### config.mk
export PLATFORM = sky130hd
export DESIGN_NAME = ccr_regs
export DESIGN_NICKNAME = d
export VERILOG_FILES = /design/src/inc/ccr_pkg.sv /design/src/rtl/ccr_wdog.sv /design/src/rtl/ccr_regs.sv
export VERILOG_INCLUDE_DIRS = /design/src /design/src/inc
export SDC_FILE = /design/constraint.sdc
export NUM_CORES = 1
export LEC_CHECK = 0
export BUFFER_PORTS_ARGS = -buffer_cell sky130_fd_sc_hd__buf_2
export CAP_MARGIN = 20
export CORE_MARGIN = 2
export CORE_UTILIZATION = 60
export DETAILED_ROUTE_END_ITERATION = 16
export PLACE_DENSITY = 0.87
export SYNTH_ARGS = -nofsm -noshare
export SYNTH_HDL_FRONTEND = slang
export SYNTH_SLANG_ARGS = --single-unit
### constraint.sdc
create_clock -name sys_clk_i -period 7.4 [get_ports sys_clk_i]
set_input_delay 0.37 -clock sys_clk_i [delete_from_list [all_inputs] [get_ports sys_clk_i]]
set_output_delay 0.37 -clock sys_clk_i [all_outputs]
set_load 0.05 [all_outputs]
### src/inc/ccr_defs.svh
// Purpose: offsets, field positions, reset values and timing figures
// Assumes: 8-bit registers on an internal byte-wide register port
// Notes: included by the design modules
`ifndef CCR_DEFS_SVH
`define CCR_DEFS_SVH

`define CCR_OFS_TIMER_TERM 8'h09
`define CCR_OFS_BATT_TEMP 8'h0A
`define CCR_OFS_FREQ_MON 8'h0B

`define CCR_RST_TIMER_TERM 8'h4C
`define CCR_RST_BATT_TEMP 8'h36
`define CCR_RST_FREQ_MON 8'h00

`define CCR_MASK_TIMER_TERM 8'h7F
`define CCR_MASK_BATT_TEMP 8'hFF
`define CCR_MASK_FREQ_MON 8'h3B

`define CCR_BIT_TERM_EN 6
`define CCR_POS_WDOG 4
`define CCR_BIT_TMR_ON 3
`define CCR_POS_FAST_LIM 1
`define CCR_BIT_TMR_DBL 0
`define CCR_BIT_COLD_CUR 7
`define CCR_BIT_HOT_VOLT 6
`define CCR_POS_PROT 4
`define CCR_POS_WARM 2
`define CCR_POS_COOL 0
`define CCR_BIT_CUR_MON_SEL 5
`define CCR_POS_SWITCH_FREQ 3
`define CCR_POS_BATT_ONLY 0

`define CCR_WDOG_BASE_S 40
`define CCR_CLK_HZ 25000000

`endif

### src/inc/ccr_pkg.sv
// Purpose: shared types of the charger configuration register bank
// Assumes: nothing beyond the defs header
// Notes: encodings mirror the field codes
package ccr_pkg;
	typedef enum logic [1:0] {
		CCR_WDOG_OFF = 2'h0,
		CCR_WDOG_40S = 2'h1,
		CCR_WDOG_80S = 2'h2,
		CCR_WDOG_160S = 2'h3
	} ccr_wdog_t;

	typedef enum logic [1:0] {
		CCR_PROT_PROFILE = 2'h0,
		CCR_PROT_STD_A = 2'h1,
		CCR_PROT_STD_B = 2'h2,
		CCR_PROT_OFF = 2'h3
	} ccr_prot_t;

	typedef enum logic [1:0] {
		CCR_FREQ_600K = 2'h0,
		CCR_FREQ_800K = 2'h1,
		CCR_FREQ_1000K = 2'h2,
		CCR_FREQ_BAD = 2'h3
	} ccr_freq_t;
endpackage : ccr_pkg

### src/rtl/ccr_wdog.sv
// Purpose: host-link watchdog timing for the configuration bank
// Assumes: a kick pulse on every host register access
// Notes: expiry is a one-cycle pulse; timeout code 0 stops the count
`timescale 1ns/1ps
`include "ccr_defs.svh"

module ccr_wdog #(
	parameter longint unsigned SEC_CYCLES = `CCR_CLK_HZ
) (
	input wire logic sys_clk_i,
	input wire logic nrst_i,
	input wire logic clk_en_i,
	input wire logic [1:0] timeout_i,
	input wire logic kick_i,
	output logic expire_o
);
	localparam int unsigned BASE_S = `CCR_WDOG_BASE_S;

	logic [39:0] cnt_q;
	logic [39:0] limit;

	// 40 s, 80 s, 160 s as 40 s shifted by code minus one
	always_comb
	begin
		limit = 40'(SEC_CYCLES) * 40'(BASE_S);
		if (timeout_i != 2'h0)
			limit = limit << (timeout_i - 2'h1);
	end

	always_ff @(posedge sys_clk_i or negedge nrst_i)
	begin
		if (!nrst_i)
		begin
			cnt_q <= 40'h0;
			expire_o <= 1'b0;
		end
		else if (clk_en_i)
		begin
			expire_o <= 1'b0;
			if (timeout_i == 2'h0 || kick_i)
				cnt_q <= 40'h0;
			else if (cnt_q >= limit - 40'h1)
			begin
				cnt_q <= 40'h0;
				expire_o <= 1'b1;
			end
			else
				cnt_q <= cnt_q + 40'h1;
		end
	end
endmodule : ccr_wdog

### src/rtl/ccr_regs.sv
// What this block does
// - The watchdog timeout field picks off, 40 s, 80 s or 160 s, reset off.
// - Bit 6 of register 0x09 allows charge termination and resets to 1.
// - The safety timer bit turns both pre-charge and full-cycle timers.
// - The fast-charge field picks 5, 8, 12 or 20 hours, reset code 10.
// - The doubling bit doubles the safety timer in power limit or thermal.
// - The cold-zone bit cuts current to 50 or 20 percent in profile mode.
// - The hot-zone bit drops voltage 150 or 300 mV in profile mode only.
// - The protection field picks profile, standard or off, reset off.
// - The warm field picks 58.3, 56.1, 53.7 or 51.3 percent, reset 01.
// - The cool field picks 70.7, 69.7, 68.6 or 67.3 percent, reset 10.
// - The frequency field picks 600, 800 or 1000 kHz; 11 is invalid.
// - The monitor select bit shows discharge at 0 and charge at 1.
// - The battery-only field enables throttle and indicator at 1x.
// - A register reset restores 0x09 and 0x0A defaults, keeps 0x0B, restarts the safety timer.
//
// Purpose: configuration registers 0x09 to 0x0B of the charger
// Assumes: byte-wide register port fed by the serial-link slave on sys_clk_i
// Notes: reg_reset_i is the self-clearing reset bit held in register 0x08
//  Switching code 11 is kept as written and only flagged, so the
//  converter side decides how to refuse it.
//  Battery-only code 01 drops both enables; the partly active indicator
//  state is handled outside this bank.
`timescale 1ns/1ps
`include "ccr_defs.svh"

module ccr_regs #(
	parameter longint unsigned SEC_CYCLES = `CCR_CLK_HZ
) (
	input wire logic sys_clk_i,
	input wire logic nrst_i,
	input wire logic clk_en_i,
	input wire logic wr_en_i,
	input wire logic rd_en_i,
	input wire logic [7:0] addr_i,
	input wire logic [7:0] wdata_i,
	input wire logic reg_reset_i,
	input wire logic power_limit_i,
	input wire logic thermal_reg_i,
	output logic [7:0] rdata_o,
	output logic term_en_o,
	output ccr_pkg::ccr_wdog_t host_watchdog_timeout_o,
	output logic wdog_expire_o,
	output logic safety_timer_on_o,
	output logic [1:0] fast_charge_limit_o,
	output logic timer_doubling_o,
	output logic timer_double_now_o,
	output logic safety_timer_restart_o,
	output logic cold_zone_current_o,
	output logic cold_cut_active_o,
	output logic hot_zone_voltage_o,
	output logic hot_drop_active_o,
	output ccr_pkg::ccr_prot_t thermistor_protection_type_o,
	output logic [1:0] warm_threshold_o,
	output logic [1:0] cool_threshold_o,
	output logic battery_current_monitor_select_o,
	output ccr_pkg::ccr_freq_t switching_frequency_o,
	output logic freq_invalid_o,
	output logic [1:0] battery_only_throttle_config_o,
	output logic processor_throttle_enable_o,
	output logic system_power_indicator_enable_o
);
	logic [7:0] timer_term_q;
	logic [7:0] batt_temp_q;
	logic [7:0] freq_mon_q;
	logic restore;
	logic expire;
	logic access;
	logic hit_timer;
	logic hit_temp;
	logic hit_freq;

	function automatic logic [7:0] merge(input logic [7:0] wd,
		input logic [7:0] mask);
		merge = wd & mask;
	endfunction : merge

	// One decode for every write strobe keeps the three bytes in step
	function automatic logic wr_hit(input logic en, input logic [7:0] a,
		input logic [7:0] ofs);
		wr_hit = en && a == ofs;
	endfunction : wr_hit

	// Two-bit fields sit at several positions in all three bytes
	function automatic logic [1:0] field2(input logic [7:0] r,
		input int unsigned pos);
		field2 = r[pos +: 2];
	endfunction : field2

	// Unmapped offsets read as zero so the host never sees a stale byte
	function automatic logic [7:0] read_byte(input logic [7:0] a,
		input logic [7:0] r_timer, input logic [7:0] r_temp,
		input logic [7:0] r_freq);
		unique case (a)
			`CCR_OFS_TIMER_TERM: read_byte = r_timer;
			`CCR_OFS_BATT_TEMP: read_byte = r_temp;
			`CCR_OFS_FREQ_MON: read_byte = r_freq;
			default: read_byte = 8'h00;
		endcase
	endfunction : read_byte

	assign access = wr_en_i | rd_en_i;
	assign restore = reg_reset_i | expire;
	assign hit_timer = wr_hit(wr_en_i, addr_i, `CCR_OFS_TIMER_TERM);
	assign hit_temp = wr_hit(wr_en_i, addr_i, `CCR_OFS_BATT_TEMP);
	assign hit_freq = wr_hit(wr_en_i, addr_i, `CCR_OFS_FREQ_MON);

	// Reads kick the watchdog too, so a host that only polls keeps the
	// settings alive
	ccr_wdog #(
		.SEC_CYCLES(SEC_CYCLES)
	) u_wdog (
		.sys_clk_i(sys_clk_i),
		.nrst_i(nrst_i),
		.clk_en_i(clk_en_i),
		.timeout_i(field2(timer_term_q, `CCR_POS_WDOG)),
		.kick_i(access),
		.expire_o(expire)
	);

	// Register reset and expiry win over a same-cycle write
	always_ff @(posedge sys_clk_i or negedge nrst_i)
	begin
		if (!nrst_i)
			timer_term_q <= `CCR_RST_TIMER_TERM;
		else if (clk_en_i)
		begin
			if (restore)
				timer_term_q <= `CCR_RST_TIMER_TERM;
			else if (hit_timer)
				timer_term_q <= merge(wdata_i, `CCR_MASK_TIMER_TERM);
		end
	end

	always_ff @(posedge sys_clk_i or negedge nrst_i)
	begin
		if (!nrst_i)
			batt_temp_q <= `CCR_RST_BATT_TEMP;
		else if (clk_en_i)
		begin
			if (restore)
				batt_temp_q <= `CCR_RST_BATT_TEMP;
			else if (hit_temp)
				batt_temp_q <= merge(wdata_i, `CCR_MASK_BATT_TEMP);
		end
	end

	// Kept through register reset and expiry; only power-on clears it
	always_ff @(posedge sys_clk_i or negedge nrst_i)
	begin
		if (!nrst_i)
			freq_mon_q <= `CCR_RST_FREQ_MON;
		else if (clk_en_i && hit_freq)
			freq_mon_q <= merge(wdata_i, `CCR_MASK_FREQ_MON);
	end

	// Read data holds until the next read, so the link may fetch it late
	always_ff @(posedge sys_clk_i or negedge nrst_i)
	begin
		if (!nrst_i)
			rdata_o <= 8'h00;
		else if (clk_en_i && rd_en_i)
			rdata_o <= read_byte(addr_i, timer_term_q, batt_temp_q,
				freq_mon_q);
	end

	// Registered so the pulse lines up with the restored registers
	always_ff @(posedge sys_clk_i or negedge nrst_i)
	begin
		if (!nrst_i)
			wdog_expire_o <= 1'b0;
		else if (clk_en_i)
			wdog_expire_o <= expire;
	end

	// Only the reset command restarts the safety timer; expiry does not
	always_ff @(posedge sys_clk_i or negedge nrst_i)
	begin
		if (!nrst_i)
			safety_timer_restart_o <= 1'b0;
		else if (clk_en_i)
			safety_timer_restart_o <= reg_reset_i;
	end

	// Field outputs are plain wires from the stored bytes
	assign term_en_o = timer_term_q[`CCR_BIT_TERM_EN];
	assign host_watchdog_timeout_o =
		ccr_pkg::ccr_wdog_t'(field2(timer_term_q, `CCR_POS_WDOG));
	assign safety_timer_on_o = timer_term_q[`CCR_BIT_TMR_ON];
	assign fast_charge_limit_o =
		field2(timer_term_q, `CCR_POS_FAST_LIM);
	assign timer_doubling_o = timer_term_q[`CCR_BIT_TMR_DBL];
	assign timer_double_now_o = timer_doubling_o
		& (power_limit_i | thermal_reg_i);

	// Cold and hot cuts act only under the profile scheme
	assign thermistor_protection_type_o =
		ccr_pkg::ccr_prot_t'(field2(batt_temp_q, `CCR_POS_PROT));
	assign cold_zone_current_o = batt_temp_q[`CCR_BIT_COLD_CUR];
	assign hot_zone_voltage_o = batt_temp_q[`CCR_BIT_HOT_VOLT];
	assign cold_cut_active_o = thermistor_protection_type_o ==
		ccr_pkg::CCR_PROT_PROFILE;
	assign hot_drop_active_o = thermistor_protection_type_o ==
		ccr_pkg::CCR_PROT_PROFILE;
	assign warm_threshold_o = field2(batt_temp_q, `CCR_POS_WARM);
	assign cool_threshold_o = field2(batt_temp_q, `CCR_POS_COOL);

	assign battery_current_monitor_select_o =
		freq_mon_q[`CCR_BIT_CUR_MON_SEL];
	assign switching_frequency_o =
		ccr_pkg::ccr_freq_t'(field2(freq_mon_q, `CCR_POS_SWITCH_FREQ));
	// Code 11 is stored as written; the flag lets the converter refuse it
	assign freq_invalid_o =
		switching_frequency_o == ccr_pkg::CCR_FREQ_BAD;
	assign battery_only_throttle_config_o =
		field2(freq_mon_q, `CCR_POS_BATT_ONLY);
	assign processor_throttle_enable_o =
		battery_only_throttle_config_o[1];
	assign system_power_indicator_enable_o =
		battery_only_throttle_config_o[1];
endmodule : ccr_regs

==> impl_results.md, run 1 <==
- Outcome: complete, no violations
- Crit path capture type: flop
- Antenna diode count: 0
- Commonest non-fill, non-tap cell in the layout: dfrtp_1
- Crit path DAT: about 4400 ps
- Final Util: between 70% and 80%
- Die width: between 80 and 90 um
- Final period util: approximately 56%
- Worst min-delay path class: in -> async
- Clk pwr share: 41.5%
- TritonCTS clock tree: done
- Post-synth cell types: 48
- Pre-CTS WS: ~3400 ps
- # nets final: approximately 540
- Total gr overflow: 0
- Synthesized flop and latch total: 71
- WHS: about 210 ps
- R2r setup slk: between 3000 and 4000 ps
- Pint: between 0.6 and 0.7 mW
- Setup crit start kind: flop
- Most used DFF post-synth: dfrtp_1
- Sequential element share of the synthesized area: between 40% and 50%
- Area grow syn2layout: 11.9%
- Port Buf Inserts: 59
- Final setup vio count: 0
- CTS Buf Count: 9
- Most used cell, CP: ha_1
- Mapped Area: between 4000 and 5000 sq um
- Final total power: 0.863 mW
- Post-cts repair resize count: 0
- P per Cell Area: 178 nW/um^2
- Max transition margin: a little over a quarter
- Switch share: around 28%
- Period minus WS final: ~4100 ps
- Post CTS Setup Buffer Count: 0
- CP max FO: 30
- Total wire length: approximately 11 mm
- DRT Pass-1 Iters: 5
- Setup TNS: 0 ps
- Vias per inst: approximately 6.4
- Worst-Skew Late Latency: approximately 360 ps
- Max Fclk: approximately 0.24 GHz
- Clock skew: approximately 11 ps
- CTS Sinks: about 70
- Unrepaired setup endpoints after global routing: false
- DP Area: between 4000 and 5000 sq um
- Syn avg cell area: 9.79 sq um
- Sw Pwr: 0.238 mW
- Syn Inst Count: ~440
- H-Tree Depth: 3
- DR iter-0 viols: approximately 300
- Global-route wire length before repair: ~17 mm
- Synth Warn #: 0
- Maximum Capacitance Violations: 0
- Slew @ Worst Pin: approximately 1100 ps
- Gp weighted congestion: about 0.86
- Die H: 88.9 um
- Die area: 7910 sq um
- Data required time of the critical path: 7700 ps
- Critical path type: reg -> reg
- Initial antenna violation count: 0
- Max incr delay on CP: around 940 ps
- Clock-pin slew on the worst setup and hold paths: approximately 80 ps
- Slew Viols, Final: 0
- Routed length per placed instance: roughly 18 um
- # DRC: 0
- Vias in the first global route: approximately 3600
- Syn Nets: approximately 500
- Clk root buf: clkbuf_8
- Crit path cell chain: inv_1 > ha_1 > nor2b_1 > ha_1 > a21oi_1 > o21ai_0 > a2111o_1 > nor3_2 > buf_4 > a22o_1
- Setup slack after layout: ~3300 ps
- GRT Total Usage: 28.6%
- Layout Cells excl Fill: between 500 and 600
- Logic pwr share: between 10% and 20%
- Layout cells sized above 1: a little over a fifth
- Final HPWL DP: around 7.3 mm
- Fin. Hold Viols: 0
- Synth top area cells: dfrtp_1 (37%), ha_1 (8.7%), a22o_1 (5.5%), o41ai_1 (5.3%), dfstp_2 (4.2%)
- Flop pwr share: about 47%
- Ys async rst share: 100%
- Synth top area share: between 30% and 40%
- CORE AREA: between 6000 and 7000 sq um
- Pin count of the biggest net entering global routing: 72
- Most frequent cells in the layout: dfrtp_1 (64), buf_2 (59), nor2_1 (30), ha_1 (30), nand2_1 (28)
- Post-route antenna net violation count: 0
- Initial Util: 63.0%
- Post-synth top area cell: dfrtp_1
- Placed cells: roughly 570
- I/O pins: 60
- Peak supply drop: between 0.15 and 0.2 mV
- CTS Hold Bufs: 0
- Slowest-stage cell, CP: nor3_2
- DR vias: around 3800
- EDFF count, synth: 0
- CTS Buffer Depth: 2
- Static Leak: ~2.3 nW
- Final Instance Area: approximately 4800 sq um
- Row count: 30
state kept, by name, summed over array words and instances, names as in the netlist:
name	flops
wdog_expire_o	1
safety_timer_restart_o	1
rdata_o	8
freq_mon_q	5
timer_term_q	7
u_wdog.cnt_q	40
batt_temp_q	8
u_wdog.expire_o	1
cells in the mapped netlist, types with 2 or more instances:
library cell and instances:
dfrtp_1 64, ha_1 30, nor2_1 30, nand2_1 28
a22o_1 27, o41ai_1 26, nor2b_1 23, inv_1 19
nand3_1 19, o21ai_0 19, nor3_1 16, a21oi_1 12
clkbuf_1 12, mux2_2 12, nand4_1 12, and3_1 10
dfstp_2 7, and2_1 6, a22oi_1 5, and4_1 5
buf_2 5, nor4_1 5, a21o_1 4, buf_4 4
buf_6 4, mux2i_1 3, o2111ai_1 3, o22ai_1 3
or3_1 3, a2111o_1 2, a31o_2 2, a41o_1 2
nand4b_1 2, nor3_2 2, o21a_1 2, o2bb2ai_1 2
kinds of logic (layout without fill, tap and decap cells):
kind of cell               count (synthesis)  count (layout)  synth area share (%)
AOI/OAI and AO/OA                        116             116                  20.9
adders and majority gates                 30              30                  8.67
buffers and inverters                     45              97                  5.09
DFF                                       71              71                  41.3
muxes                                     15              15                  3.82
and+or+nand+nor                          165             165                  20.3
power by group through the flow:
| stage | Combinational (mW) | Clock, mW | Sequential (mW) |
|---|---|---|---|
| floorplan | 0.0345 | 0 | 0.444 |
| global placement | 0.0963 | 0 | 0.413 |
| detailed placement | 0.0975 | 0 | 0.414 |
| CTS | 0.0986 | 0.361 | 0.406 |
| global route | 0.106 | 0.374 | 0.408 |
| finish | 0.0984 | 0.359 | 0.406 |
worst max-delay path, delay by kind of cell, from the launching register on:
family / cells / cell delay, ps
fa+ha+maj: 2 / 540
simple gates: 2 / 1070
buf+inv: 2 / 610
compound gates: 4 / 1310
flops: 1 / 520
metal layers:
| metal | vias up | GRT usage (%) | share of wire [%] |
|---|---|---|---|
| met3 | 17 | 5.36 | 5.9 |
| met2 | 134 | 45.3 | 49 |
| met4 | 0 | 10.6 | 1.6 |
| met1 | 1863 | 39.7 | 43 |
| met5 | - | 0 | 0 |
| li1 | 1772 | - | - |
cell type report:
type	count	area (sq um)
inverter	19	71.3
tap	96	120
multi-input combinational	326	2320
sequential	71	1790
clock inverter	6	92.6
clock buffer	10	138
fill	503	2030
timing repair buffer	62	314
worst paths after layout:
| check | depth (start not counted) | to | from |
|---|---|---|---|
| max | 10 | u_wdog.cnt_q[15]$_DFFE_PN0P_ | timer_term_q[5]$_DFFE_PN0P_ |
| min | 2 | u_wdog.cnt_q[12]$_DFFE_PN0P_ | nrst_i |
| max in group asynchronous | 2 | freq_mon_q[4]$_DFFE_PN0P_ | nrst_i |
| min in group sys_clk_i | 2 | freq_mon_q[0]$_DFFE_PN0P_ | wdata_i[0] |
| max reg2reg | 10 | u_wdog.cnt_q[15]$_DFFE_PN0P_ | timer_term_q[5]$_DFFE_PN0P_ |
| min reg2reg | 2 | rdata_o[6]$_DFFE_PN0P_ | rdata_o[6]$_DFFE_PN0P_ |
Note: power is estimated with default switching activity, not from simulation.
==> inputs of run 2 (changes only) <==
--- a/config.mk
+++ b/config.mk
@@ -6,12 +6,13 @@
 export SDC_FILE = /design/constraint.sdc
 export NUM_CORES = 1
 export LEC_CHECK = 0
+export ABC_AREA = 1
 export BUFFER_PORTS_ARGS = -buffer_cell sky130_fd_sc_hd__buf_2
 export CAP_MARGIN = 20
 export CORE_MARGIN = 2
-export CORE_UTILIZATION = 60
+export CORE_UTILIZATION = 59
 export DETAILED_ROUTE_END_ITERATION = 16
-export PLACE_DENSITY = 0.87
+export PLACE_DENSITY = 0.85
 export SYNTH_ARGS = -nofsm -noshare
 export SYNTH_HDL_FRONTEND = slang
 export SYNTH_SLANG_ARGS = --single-unit
==> constraint.sdc (replaced) <==
create_clock -name sys_clk_i -period 4.2 [get_ports sys_clk_i]
set_input_delay 0.21 -clock sys_clk_i [delete_from_list [all_inputs] [get_ports sys_clk_i]]
set_output_delay 0.21 -clock sys_clk_i [all_outputs]
set_load 0.05 [all_outputs]
==> run 2 against run 1 <==
  * Non-clock buffer count decreased by 1
  * Utilization fell by 3.9 points
  * Critical path depth grew 2
  * Design area is 13% higher
  * Flip-flop and latch count is the same
  * Register-to-register slack got worse by 1900 ps
  * Power up 71%
  * Clock power is 40% higher
  * Critical endpoint is now u_wdog.expire_o$_DFFE_PN0P_
  * Largest power group unchanged
==> impl_results.md, run 2 <==
- Setup crit start kind: flop
- Routed length per placed instance: between 10 and 15 um
- Pin count of the biggest net entering global routing: 43
- Post CTS Setup Buffer Count: 0
- Clock-pin slew on the worst setup and hold paths: around 80 ps
- GRT Total Usage: ~29%
- Mapped Area: 4990 sq um
- Fin. Hold Viols: 0
- Initial antenna violation count: 0
- M2 GR Usage: between 40% and 50%
- Final HPWL DP: 9.29 mm
- Maximum Capacitance Violations: 0
- DP Area: 5290 sq um
- Synthesized flop and latch total: between 70 and 80
- Clk root buf: clkbuf_8
- Vias in the first global route: 4451
- EDFF count, synth: 0
- Syn avg cell area: 6.92 sq um
- CORE AREA: 8220 sq um
- Max transition margin: between 40 and 50%
- Slowest-stage cell, CP: nor2_4
- Row count: 33
- Syn Inst Count: between 700 and 800
- Largest register FFs: 40
- Final total power: between 1 and 1.5 mW
- Slew @ Worst Pin: 815 ps
- CTS Hold Bufs: 1
- Most frequent cells in the layout: nand2_1 (262), nor2_1 (101), inv_1 (71)
- Peak supply drop: between 0.2 and 0.25 mV
- Met3 GRT Util: around 6.4%
- # nets final: 829
- Met1 Use GR: ~38%
- Total wire length: 12.6 mm
- Top reg by flops: u_wdog.cnt_q
- Gp weighted congestion: a little over 0.9
- Worst-Skew Late Latency: 360 ps
- Period minus WS final: 2840 ps
- Crit path DAT: 3090 ps
- Die H: ~96 um
- Die width: between 90 and 100 um
- Final Instance Area: between 5000 and 6000 sq um
- Antenna diode count: 0
- GR peak layer: met2
- Unrepaired setup endpoints after global routing: false
- DRT Pass-1 Iters: 5
- Cell with the most instances after synthesis: nand2_1
- Crit path capture type: flop
- CTS Sinks: 71
- Final Util: between 60% and 70%
- Critical path type: reg -> reg
- Global-route wire length before repair: 20.5 mm
- DR vias: 4734
- Placed cells: 868
- Vias per inst: 5.35
- R2r setup slk: between 1000 and 1500 ps
- Area grow syn2layout: 9.63%
- Total gr overflow: 0
- Final period util: 67.5%
- Die area: roughly 9000 sq um
- Slew Viols, Final: 0
- I/O pins: 60
- Layout cells sized above 1: between 15 and 20%
- P per Cell Area: ~270 nW/um^2
- Clock skew: around 6.2 ps
- Crit path cell chain: inv_1 > ha_1 > nor2_1 > ha_1 > a21oi_1 > o21ai_0 > nand2_1 > nand2_1 > nor2_4 > nand3_1 > nand2_1 > nand2_1
- Static Leak: around 3 nW
- Final setup vio count: 0
- Max incr delay on CP: slightly above 600 ps
- Syn Nets: between 700 and 800
- Initial Util: roughly 61%
- Worst min-delay path class: in -> reg
- Port Buf Inserts: between 50 and 60
- Synth top area share: 32.1%
- Data required time of the critical path: 4450 ps
- Post-cts repair resize count: 0
- Outcome: complete, no violations
- Post-synth top area cell: dfrtp_1
- DR iter-0 viols: slightly below 300
- Commonest non-fill, non-tap cell in the layout: nand2_1
- WHS: 83.6 ps
- Most used cell, CP: nand2_1
- Synth top area cells: dfrtp_1 (32%), nand2_1 (20%), nor2_1 (7.6%), ha_1 (7.5%), nand3_1 (6.5%)
- Sequential element share of the synthesized area: a little over a third
- Most used DFF post-synth: dfrtp_1
- TritonCTS clock tree: done
- Ys async rst share: 100%
- Top Registers: u_wdog.cnt_q: 40 flops, batt_temp_q: 8 flops, rdata_o: 8 flops
- CP max FO: 34
- Post-synth cell types: 37
- Pre-CTS WS: between 1000 and 1500 ps
- CTS Buf Count: 9
- Setup slack after layout: ~1400 ps
- # DRC: 0
- Post-route antenna net violation count: 0
- H-Tree Depth: 3
- Layout Cells excl Fill: roughly 890
- Max Fclk: around 0.35 GHz
- CTS Buffer Depth: 2
- Synth Warn #: 0
- Setup TNS: 0 ps
- Commonest cells post-synth: nand2_1 (262), nor2_1 (101), inv_1 (71)
run 2: power by group:
group	switching (mW)	internal [mW]
clock	0.286	0.215
combinational	0.189	0.0556
sequential	0.0199	0.711
total	0.495	0.982
run 2: routing by layer:
metal / vias up / wire length [um]
li1: 2345 / -
met1: 2207 / 5550
met3: 27 / 740
met2: 155 / 5980
met5: - / 0
met4: 0 / 304
run 2: cell families after synthesis:
logic type / Yosys count / share of synthesized area, %
compound gates: 36 / 3.86
xor+xnor: 11 / 1.93
fa+ha+maj: 30 / 7.52
buf+inv: 95 / 8.53
flops: 71 / 35.8
simple gates: 478 / 42.4
run 2: final timing paths:
path,end,depth (start not counted),startpoint
worst min-delay path,batt_temp_q[7]$_DFFE_PN0P_,3,wdata_i[7]
worst max-delay path,u_wdog.expire_o$_DFFE_PN0P_,12,timer_term_q[5]$_DFFE_PN0P_
worst min register to register,u_wdog.cnt_q[33]$_DFFE_PN0P_,2,u_wdog.cnt_q[33]$_DFFE_PN0P_
max in group asynchronous,batt_temp_q[1]$_DFFE_PN1P_,3,nrst_i
worst max register to register,u_wdog.expire_o$_DFFE_PN0P_,12,timer_term_q[5]$_DFFE_PN0P_
min in group asynchronous,u_wdog.cnt_q[7]$_DFFE_PN0P_,2,nrst_i
run 2: area by class of cell:
| type | count | area (sq um) |
|---|---|---|
| multi-input cells | 555 | 2780 |
| repair buffers | 61 | 313 |
| inverters | 77 | 289 |
| clock buffers | 9 | 124 |
| fillers | 745 | 2750 |
| well taps | 105 | 131 |
| flip-flops and latches | 71 | 1790 |
| clock inverters | 7 | 48.8 |
run 2: critical path: cells and delay by family, from the launching register on:
family / cells / cell delay [ps]
compound gates: 2 / 250
fa+ha+maj: 2 / 550
buf+inv: 1 / 300
flops: 1 / 490
simple gates: 7 / 1120
